--- config.mk ---
export PLATFORM = sky130hd
export DESIGN_NAME = led_fault_supervisor
export DESIGN_NICKNAME = d
export VERILOG_FILES = /design/src/core/fault_sup_pkg.sv /design/src/core/led_fault_supervisor.sv /design/src/core/sync2.sv
export SDC_FILE = /design/constraint.sdc
export NUM_CORES = 1
export LEC_CHECK = 0
export BUFFER_PORTS_ARGS = -buffer_cell sky130_fd_sc_hd__buf_2
export CORE_MARGIN = 2
export CORE_UTILIZATION = 45
export CTS_BUF_LIST = sky130_fd_sc_hd__clkbuf_4 sky130_fd_sc_hd__clkbuf_8
export CTS_CLUSTER_SIZE = 20
export DETAILED_ROUTE_END_ITERATION = 8
export MAX_ROUTING_LAYER = met4
export PLACE_DENSITY_LB_ADDON = 0.1
export SYNTH_ARGS = -nofsm -noshare
export SYNTH_HDL_FRONTEND = slang
export SYNTH_SLANG_ARGS = --single-unit
--- constraint.sdc ---
create_clock -name sys_clk -period 3.4 [get_ports sys_clk]
set_clock_uncertainty 0.2 [all_clocks]
set_input_delay 0.17 -clock sys_clk [delete_from_list [all_inputs] [get_ports sys_clk]]
set_output_delay 0.17 -clock sys_clk [all_outputs]
set_load 0.005 [all_outputs]
--- src/core/fault_sup_pkg.sv ---
// Constants and carrier types for the LED driver fault supervisor.
// Assumes a single 40 MHz clock and comparator flags that arrive from analog logic.
//
// What this block does
// Over-voltage halts switching, sinks stay on, resume at ~94% level, no fault pin.
// Under-voltage stops switching and sinks, disconnect on, fault pin low, auto-restart.
// Disable string over short threshold while regulating and another sink below 1.2 V.
// Re-enable shorted string when pin drops below threshold or at dimming rise.
// Over-temperature turns everything off, fault pin low, restart after hysteresis.
// Supply lockout turns everything off and clears latches, fault pin stays high.
// All non-latching faults resume automatically once the condition is gone.
// Only input overcurrent, switch secondary overcurrent and secondary over-voltage latch.
// Enable held low over 32k cycles clears a latched fault; with low_freq_variant set the block clears after 8k.
// Enable high with dimming low over 32k (8k variant) cycles clears latch.
// Clearing by dimming low keeps the clock output toggling.
// A fault still present after clearing is caught again and relatches.
// Latched state drives fault pin low and keeps clock output running.
// Completed clearing count releases the latch and returns fault pin high.
// While latched the device does not start even with dimming high.
// After clearing, restart happens at the next rising of the dimming input.
// Fault detection runs in every state and every transition.
// Switch secondary overcurrent turns everything off, fault pin low, latches.
// Supply lockout counts only after the low indication persists over 50 us.
// Primary current limit ends the on-time at once, no fault pin.
// Clearing counter restarts whenever the monitored input goes high early.
package fault_sup_pkg;

  // ----------------------------------------------------------------
  // Timing
  // ----------------------------------------------------------------
  localparam int unsigned CLK_HZ            = 40_000_000;
  localparam int unsigned LOCKOUT_FILTER_US = 50;
  localparam int unsigned LOCKOUT_CYCLES    = (LOCKOUT_FILTER_US * (CLK_HZ / 1_000_000));
  localparam int unsigned CLEAR_CYCLES      = 32768;
  localparam int unsigned CLEAR_CYCLES_LF   = 8192;
  localparam int unsigned CNT_W             = 16;
  localparam int unsigned NUM_STRINGS       = 4;

  // ----------------------------------------------------------------
  // Reset values
  // ----------------------------------------------------------------
  localparam logic RST_FAULT_N  = 1'b1;
  localparam logic RST_SWITCH   = 1'b0;
  localparam logic RST_DISCON   = 1'b0;

  // ----------------------------------------------------------------
  // Types
  // ----------------------------------------------------------------
  typedef enum logic [1:0] {
    ST_IDLE    = 2'b00,
    ST_RUN     = 2'b01,
    ST_LATCHED = 2'b11,
    ST_CLEARED = 2'b10
  } sup_state_t;

  typedef struct packed {
    logic overvoltage_sense;
    logic output_undervoltage;
    logic over_temperature;
    logic supply_low;
    logic input_overcurrent;
    logic switch_overcurrent2;
    logic switch_overvoltage2;
    logic primary_current_limit;
  } fault_flags_t;

  typedef struct packed {
    logic [NUM_STRINGS-1:0] above_short_threshold;
    logic [NUM_STRINGS-1:0] in_regulation;
    logic [NUM_STRINGS-1:0] below_1v2;
  } string_flags_t;

endpackage : fault_sup_pkg

--- src/core/led_fault_supervisor.sv ---
// Fault supervisor and recovery controller for a boost LED driver.
// Assumes comparator flags and host pins are asynchronous; all are synchronised here.
`timescale 1ns/10ps
module led_fault_supervisor #(
  parameter int unsigned CLEAR_COUNT   = fault_sup_pkg::CLEAR_CYCLES,
  parameter int unsigned LOCKOUT_COUNT = fault_sup_pkg::LOCKOUT_CYCLES,
  parameter int unsigned NSTR          = fault_sup_pkg::NUM_STRINGS
) (
  input  wire logic                        sys_clk,
  input  wire logic                        reset_n,
  input  wire logic                        enable_in,
  input  wire logic                        dimming_in,
  input  wire logic                        low_freq_variant,
  input  wire logic                        switching_clock,
  input  wire fault_sup_pkg::fault_flags_t fault_flags,
  input  wire fault_sup_pkg::string_flags_t string_flags,
  output logic                             boost_switch_enable,
  output logic                             on_time_truncate,
  output logic                             disconnect_on,
  output logic [NSTR-1:0]                  sink_enable,
  output logic                             fault_n,
  output logic                             switching_clock_output,
  output logic                             latched
);

  // ----------------------------------------------------------------
  // Input synchronisation
  // ----------------------------------------------------------------
  localparam int unsigned SW = 8 + 3 * NSTR + 3;

  logic [SW-1:0] raw_in;
  logic [SW-1:0] sync_in;

  assign raw_in = {fault_flags, string_flags, enable_in, dimming_in, low_freq_variant};

  sync2 #(
    .W        (SW)
  ) u_sync (
    .sys_clk  (sys_clk),
    .reset_n  (reset_n),
    .async_in (raw_in),
    .sync_out (sync_in)
  );

  fault_sup_pkg::fault_flags_t  ff_s;
  fault_sup_pkg::string_flags_t sf_s;
  logic                         en_s;
  logic                         dim_s;
  logic                         lf_s;

  assign ff_s  = fault_sup_pkg::fault_flags_t'(sync_in[SW-1 -: 8]);
  assign sf_s  = fault_sup_pkg::string_flags_t'(sync_in[SW-9 -: 3*NSTR]);
  assign en_s  = sync_in[2];
  assign dim_s = sync_in[1];
  assign lf_s  = sync_in[0];

  // ----------------------------------------------------------------
  // Supply lockout filter
  // ----------------------------------------------------------------
  logic [15:0] lock_cnt_q;
  logic [15:0] lock_cnt_d;
  logic        lockout_q;
  logic        lockout_d;

  always_comb begin
    lock_cnt_d = lock_cnt_q;
    lockout_d  = lockout_q;
    if (!ff_s.supply_low) begin
      lock_cnt_d = 16'h0000;
      lockout_d  = 1'b0;
    end else if (lock_cnt_q >= 16'(LOCKOUT_COUNT)) begin
      lockout_d = 1'b1;
    end else begin
      lock_cnt_d = lock_cnt_q + 16'h0001;
    end
  end

  always_ff @(posedge sys_clk or negedge reset_n) begin
    if (!reset_n) begin
      lock_cnt_q <= 16'h0000;
      lockout_q  <= 1'b0;
    end else begin
      lock_cnt_q <= lock_cnt_d;
      lockout_q  <= lockout_d;
    end
  end

  // ----------------------------------------------------------------
  // Latch clearing counter
  // ----------------------------------------------------------------
  // Counts an uninterrupted low of enable, or of dimming while enable is high.
  logic [16:0] clr_cnt_q;
  logic [16:0] clr_cnt_d;
  logic        clr_done;
  logic [16:0] clr_limit;
  logic        low_seen;
  fault_sup_pkg::sup_state_t state_q;
  fault_sup_pkg::sup_state_t state_d;

  assign clr_limit = lf_s ? 17'(fault_sup_pkg::CLEAR_CYCLES_LF) : 17'(CLEAR_COUNT);
  assign low_seen  = !en_s || !dim_s;
  assign clr_done  = (clr_cnt_q > clr_limit);

  always_comb begin
    clr_cnt_d = clr_cnt_q;
    if (!low_seen || state_q != fault_sup_pkg::ST_LATCHED) begin
      clr_cnt_d = 17'h00000;
    end else if (!clr_done) begin
      clr_cnt_d = clr_cnt_q + 17'h00001;
    end
  end

  // ----------------------------------------------------------------
  // Supervisor state
  // ----------------------------------------------------------------
  logic                      dim_prev_q;
  logic                      dim_rise;
  logic                      latch_event;
  logic [NSTR-1:0]           short_off_q;
  logic [NSTR-1:0]           short_off_d;
  logic                      any_low_pin;

  assign dim_rise    = dim_s && !dim_prev_q;
  // Checked in every state, so a latching event is never missed mid-transition
  assign latch_event = ff_s.input_overcurrent || ff_s.switch_overcurrent2
                     || ff_s.switch_overvoltage2;
  assign any_low_pin = |sf_s.below_1v2;

  always_comb begin
    state_d = state_q;
    case (state_q)
      fault_sup_pkg::ST_IDLE: begin
        if (en_s && dim_s) begin
          state_d = fault_sup_pkg::ST_RUN;
        end
      end
      fault_sup_pkg::ST_RUN: begin
        if (!en_s) begin
          state_d = fault_sup_pkg::ST_IDLE;
        end
      end
      fault_sup_pkg::ST_LATCHED: begin
        if (clr_done) begin
          state_d = fault_sup_pkg::ST_CLEARED;
        end
      end
      fault_sup_pkg::ST_CLEARED: begin
        if (dim_rise && en_s) begin
          state_d = fault_sup_pkg::ST_RUN;
        end
      end
      default: begin
        state_d = fault_sup_pkg::ST_IDLE;
      end
    endcase
    // A completed clear always shows one released cycle before a relatch
    if (latch_event && !(state_q == fault_sup_pkg::ST_LATCHED && clr_done)) begin
      state_d = fault_sup_pkg::ST_LATCHED;
    end
    if (lockout_q) begin
      state_d = fault_sup_pkg::ST_IDLE;
    end
  end

  // Partial-short string removal per string
  always_comb begin
    short_off_d = short_off_q;
    for (int i = 0; i < NSTR; i++) begin
      if (dim_rise || !sf_s.above_short_threshold[i]) begin
        short_off_d[i] = 1'b0;
      end else if (sf_s.in_regulation[i] && (|(sf_s.below_1v2 & ~(NSTR'(1) << i)))) begin
        short_off_d[i] = 1'b1;
      end
    end
  end

  // ----------------------------------------------------------------
  // Output decode
  // ----------------------------------------------------------------
  logic            run;
  logic            sw_d;
  logic            disc_d;
  logic [NSTR-1:0] sink_d;
  logic            fault_n_d;

  assign run = (state_q == fault_sup_pkg::ST_RUN);

  always_comb begin
    sw_d      = run;
    disc_d    = run;
    sink_d    = run ? ~short_off_q : '0;
    fault_n_d = 1'b1;
    if (ff_s.overvoltage_sense) begin
      sw_d = 1'b0;
    end
    if (ff_s.output_undervoltage) begin
      sw_d      = 1'b0;
      sink_d    = '0;
      fault_n_d = 1'b0;
    end
    if (ff_s.over_temperature) begin
      sw_d      = 1'b0;
      disc_d    = 1'b0;
      sink_d    = '0;
      fault_n_d = 1'b0;
    end
    if (state_d == fault_sup_pkg::ST_LATCHED) begin
      sw_d      = 1'b0;
      disc_d    = 1'b0;
      sink_d    = '0;
      fault_n_d = 1'b0;
    end
    if (lockout_q) begin
      sw_d      = 1'b0;
      disc_d    = 1'b0;
      sink_d    = '0;
      fault_n_d = 1'b1;
    end
  end

  always_ff @(posedge sys_clk or negedge reset_n) begin
    if (!reset_n) begin
      state_q                <= fault_sup_pkg::ST_IDLE;
      dim_prev_q             <= 1'b0;
      short_off_q            <= '0;
      clr_cnt_q              <= 17'h00000;
      boost_switch_enable    <= fault_sup_pkg::RST_SWITCH;
      disconnect_on          <= fault_sup_pkg::RST_DISCON;
      sink_enable            <= '0;
      fault_n                <= fault_sup_pkg::RST_FAULT_N;
      on_time_truncate       <= 1'b0;
      latched                <= 1'b0;
      switching_clock_output <= 1'b0;
    end else begin
      state_q                <= state_d;
      dim_prev_q             <= dim_s;
      short_off_q            <= short_off_d;
      clr_cnt_q              <= clr_cnt_d;
      boost_switch_enable    <= sw_d;
      disconnect_on          <= disc_d;
      sink_enable            <= sink_d;
      fault_n                <= fault_n_d;
      // Cycle-by-cycle limit: no state change, no fault pin
      on_time_truncate       <= ff_s.primary_current_limit;
      latched                <= (state_d == fault_sup_pkg::ST_LATCHED);
      // Clock output never gated by faults or latch clearing
      switching_clock_output <= switching_clock;
    end
  end

endmodule : led_fault_supervisor

--- src/core/sync2.sv ---
// Two flip-flop synchroniser for a bus of asynchronous levels.
// Assumes inputs are quasi-static relative to sys_clk.
`timescale 1ns/10ps
module sync2 #(
  parameter int unsigned W = 1
) (
  input  wire logic         sys_clk,
  input  wire logic         reset_n,
  input  wire logic [W-1:0] async_in,
  output logic      [W-1:0] sync_out
);

  logic [W-1:0] meta_q;

  // First stage feeds only the second stage
  always_ff @(posedge sys_clk or negedge reset_n) begin
    if (!reset_n) begin
      meta_q   <= '0;
      sync_out <= '0;
    end else begin
      meta_q   <= async_in;
      sync_out <= meta_q;
    end
  end

endmodule : sync2

Yosys cells after proc, flatten, opt, wreduce, memory -nomap -nowiden
Cells that the tools add are included.
- add/sub/neg operators: 2
- magnitude comparators: 2
- equal/unequal tests: 8
- muxes and demuxes: 39
- bitwise operators: 1
- reductions and logical operators: 35
- operators by type and width (kind ; number):
    $mux W16 ; 3
    $mux W17 ; 2
    $mux W1 ; 22
    $mux W4 ; 5
    $add A17 B1 Y17 const B ; 1
    $gt A17 B16 Y1 ; 1
    $add A16 B1 Y16 const B ; 1
    $ge A16 B11 Y1 const B ; 1
    $mux W2 ; 6
    $reduce_or A3 Y1 ; 4
    $logic_and A1 B1 Y1 ; 9
    $logic_not A1 Y1 ; 9
    $logic_or A1 B1 Y1 ; 8
    $pmux W2 S4 ; 1
    $reduce_bool A2 Y1 ; 4
    $eq A2 B2 Y1 const B ; 3
    $ne A2 B2 Y1 const B ; 3
    $not A4 Y4 ; 1
    $eq A2 B1 Y1 const B ; 1
    $logic_not A2 Y1 ; 1
    $ne A2 B1 Y1 const B ; 1
- register bits after elaboration: 97
- bits of input ports: 26
- output and inout port bits: 10

Depth between registers and ports, before layout
- depth after elaboration: 10
- mapped depth: 8
- gate-level depth less buffers: 7

Hierarchy
Synthesis repeated with hierarchy kept, for this count alone.
- cell total of the unflattened synthesis: 285
- area, all modules: 3560.9 um2
- modules (own cells, without submodules) (module ; instances ; cells an instance ; area an instance (um2) ; sequential area each (um2)):
    led_fault_supervisor ; 1 ; 239 ; 2409.8 ; 1277.5
    sync2 ; 1 ; 46 ; 1151.1 ; 1151.1

Worst setup path before layout
Ideal clock, no wire load.
- path type: register to register
- from: reg clr_cnt_q[13]
- to: reg clr_cnt_q[8]
- setup time: 0.066 ns
- arrival: 1.872 ns
- required time: 3.134 ns
- setup slack: 1.262 ns
- cell stages (with the launch flop): 9
- path buffers: 1
- clock period less this slack: 2.138 ns
- path through: dfrtp_1 > inv_1 > ha_1 > nor4bb_1 > and4_1 > buf_6 > o211ai_4 > or4_1 > nand2_1
- word-level cells in the longest chain between the ends: 2
- RTL lines (item ; line ; text):
    start: declaration ; led_fault_supervisor.sv:92 ; logic [16:0] clr_cnt_q;
    start signal: assignment ; led_fault_supervisor.sv:238 ; clr_cnt_q <= clr_cnt_d;
    $gt A17 B16 Y1 ; led_fault_supervisor.sv:102 ; assign clr_done = (clr_cnt_q > clr_limit);
    $ne A2 B1 Y1 (no source line) ; n/a ;
Every way passes these cells.
A chain may end at the register's enable or synchronous reset.

Worst setup path after layout
- from: reg clr_cnt_q[15]
- to: reg clr_cnt_q[11]
The elaborated chain is that of the path after synthesis.

==> run metrics <==
number of detailed-routing iterations run before antenna repair 4; IO Count 36; CP top delay family simple AND/OR/NAND/NOR gates; total of fill cells in the finished design 640; Pins Over Slew Limit 0; number of hold violations in the final report 0; cell type with the highest aggregate area in the netlist dfrtp_1; worst setup timing slack at the placement stage 0.9928 ns; Root Driver clkbuf_8; dominant register cell in the synthesized netlist dfrtp_1; final period utilization around 72%; power density relative to cell area 504.0 nW/um^2; Mapped Avg Cell Area 12.70 sq um; synthesized instance count 283; setup bufs post-CTS 0; WP buf/inv 0; standby leakage power 1.991 nW; net count after synthesis about 320; # port buffers 35; startpoint-to-endpoint class of the critical path flip-flop to flip-flop; Crit. End Element flip-flop; Worst slew margin around 57%; max-cap viol count 0; peak fanout along the critical path 7; num rows 32; Layout Cell Area excl Fill 4365 sq um; final instance count without filler cells 460; number of buffers inserted during clock tree synthesis 9; maximum clock path buffer count 2; Setup violations, final 0; cell area after placement 3895 sq um; final wirelength approximately 5.9 mm; class of the worst hold path flip-flop to flip-flop; data arrival time of the worst path 2.52 ns; number of H-tree levels 3; global-route wire length before repair 10.36 mm; final period demand of the worst path ~2.4 ns; number of antenna violations at the first check in global routing 0; Starting Density 46.50%; Critical Path Start Type flip-flop; CTS resizes 0; area of the placeable core around 7700 sq um; number of clock sinks seen by CTS 97; routed vias/inst roughly 4.9; sequential standard cell area 2429 sq um; unrepaired setup endpoints after global routing no; total design power 0.002200 W; share of the yosys chip area belonging to registers 67.58%; Placed Cells incl. Taps about 420; antenna-violating nets left 0; share of the synthesized area in the top cell type 66.85%; Die Wd around 93 um; average wire per cell in the routed design 12.74 um; total negative slack for setup checks 0 ns; number of synthesized flops with an enable pin 0; violation count after the first detailed-route iteration 110; largest net degree at the start of global routing 57; share of async-settable or async-resettable flops after synthesis 100.0%; worst-path cell chain ha_1 > nor4bb_1 > and4_1 > o21ai_2 > or4_1 > o21ai_1; quantity of hold-fixing buffers added after cts 25; Worst-Skew Late Latency 0.36 ns; remaining routing DRC violations 0; number of antenna cells inserted 0; IR Drop Worst-Case VDD 0.3255 mV; Layout area overhead 21.48%; count of vias placed by the detailed router 2243; final layout net count ~390; stage delay of the slowest cell on the critical path 0.44 ns; total routing usage reported by global routing between 10% and 20%; worst-case setup margin in the final layout 0.9575 ns; clock-pin slew of the registers on the worst-case setup and hold paths 0.10 ns; ratio of cells with drive above 1 in the final layout 17.60%; Yosys Warn Count 0; number of storage elements in the synthesis netlist 97; Remaining Overflow, GRT 0; estimated wirelength of the detail-placed design 3.906 mm; number of distinct standard cells referenced by the synthesized netlist 42; clock tree from TritonCTS done; maximum achievable frequency 409.4 MHz; number of global-route vias before repair 2230; routability-driven placement congestion ratio 0.8509; slew at the pin closest to its max-slew limit approximately 0.65 ns; area of the multi-input gates roughly 1100 sq um; required time reported for the critical path endpoint 3.48 ns; Post-Syn Area approximately 3600 sq um; die span in y 93.36 um; Area contributors post-synth dfrtp_1 (67%), nor2_1 (2.7%), xnor2_1 (2.4%), and2_1 (2.3%), ha_1 (2.1%); status completed; die outline area approximately 8700 sq um; slowest stage cell, crit path and4_1
## Yosys cell counts (all sizes together) (6+ instances only)
master,n
o211ai,7
nand2,16
xor2,6
nand4,6
nand3,13
o21ai,11
dfrtp,96
inv,10
xnor2,10
nor2,26
ha,6
and2,14
a21oi,15
or3,8
## kinds of logic (layout without fill, tap and decap cells)
| logic type | Yosys count | after routing | share of synthesized area, % |
|---|---|---|---|
| compound gates | 45 | 45 | 9.227 |
| xor+xnor | 16 | 16 | 3.900 |
| fa+ha+maj | 6 | 6 | 2.089 |
| buf+inv | 13 | 88 | 1.567 |
| flops | 97 | 97 | 67.58 |
| simple gates | 106 | 106 | 15.63 |
## registers in the layout (all words and copies together), names as in the netlist
| signal | count |
|---|---|
| fault_n | 1 |
| lock_cnt_q | 16 |
| boost_switch_enable | 1 |
| switching_clock_output | 1 |
| latched | 1 |
| on_time_truncate | 1 |
| state_q | 2 |
| clr_cnt_q | 17 |
| u_sync.sync_out | 23 |
| short_off_q | 4 |
| u_sync.meta_q | 23 |
| sink_enable | 4 |
| disconnect_on | 1 |
| lockout_q | 1 |
| dim_prev_q | 1 |
## worst paths after layout
| path | from | end | slack [ns] | cells after the start |
|---|---|---|---|---|
| setup / recovery | clr_cnt_q[15] | clr_cnt_q[11] | 0.96 | 6 |
| min in group asynchronous | reset_n | u_sync.meta_q[15] | 0.18 | 2 |
| hold / removal | u_sync.meta_q[1] | u_sync.sync_out[1] | 0.15 | 0 |
| max in group asynchronous | reset_n | clr_cnt_q[7] | 2.06 | 3 |
| setup reg to reg | clr_cnt_q[15] | clr_cnt_q[11] | 0.96 | 6 |
| hold reg to reg | u_sync.meta_q[1] | u_sync.sync_out[1] | 0.15 | 0 |
## cells in the final DEF (no fill, tap or decap), types with 3 or more instances in the layout
cell type	count
a21o_1	3
a21oi_1	14
and2_1	13
and3_1	4
buf_2	34
buf_4	3
clkbuf_8	9
dfrtp_1	96
dlygate4sd3_1	25
ha_1	6
inv_1	10
inv_8	3
nand2_1	16
nand2b_1	4
nand3_1	13
nand4_1	6
nor2_1	26
nor3_1	4
o211ai_1	6
o21ai_0	7
o21ai_1	3
or3_1	8
or4_1	3
xnor2_1	10
xor2_1	6
## area by class of cell
class | instances | share of cell area (%)
Sequential cell | 97 | 55.63
Multi-Input combinational cell | 173 | 25.39
Timing Repair Buffer | 62 | 10.15
Tap cell | 102 | 2.923
Clock buffer | 9 | 2.837
Clock inverter | 7 | 2.207
Inverter | 10 | 0.8598
## per-stage QoR
step                      util [%]  hold WS (ns)
after global routing         56.49        0.1655
after global placement       50.40       0.04544
after floorplan                  -       -0.3256
after detailed placement     50.40       0.04316
final                        56.49        0.1535
after CTS                    56.49        0.1523
## power breakdown
| part | internal (W) | switching [W] | leakage [nW] |
|---|---|---|---|
| clock network | 0.000363 | 0.000424 | 0.108 |
| logic | 0.0000757 | 0.0000938 | 0.667 |
| registers | 0.00121 | 0.0000377 | 1.22 |
| total | 0.00164 | 0.000556 | 1.99 |
## routing by layer
metal	routed length, um	vias to the layer above	track usage (%)
li1	-	1118	-
met1	2754	1078	20.67
met2	2822	42	24.58
met3	209	5	4.835
met4	75	0	4.779
met5	0	-	-
Power figures use the tool's default switching activity.
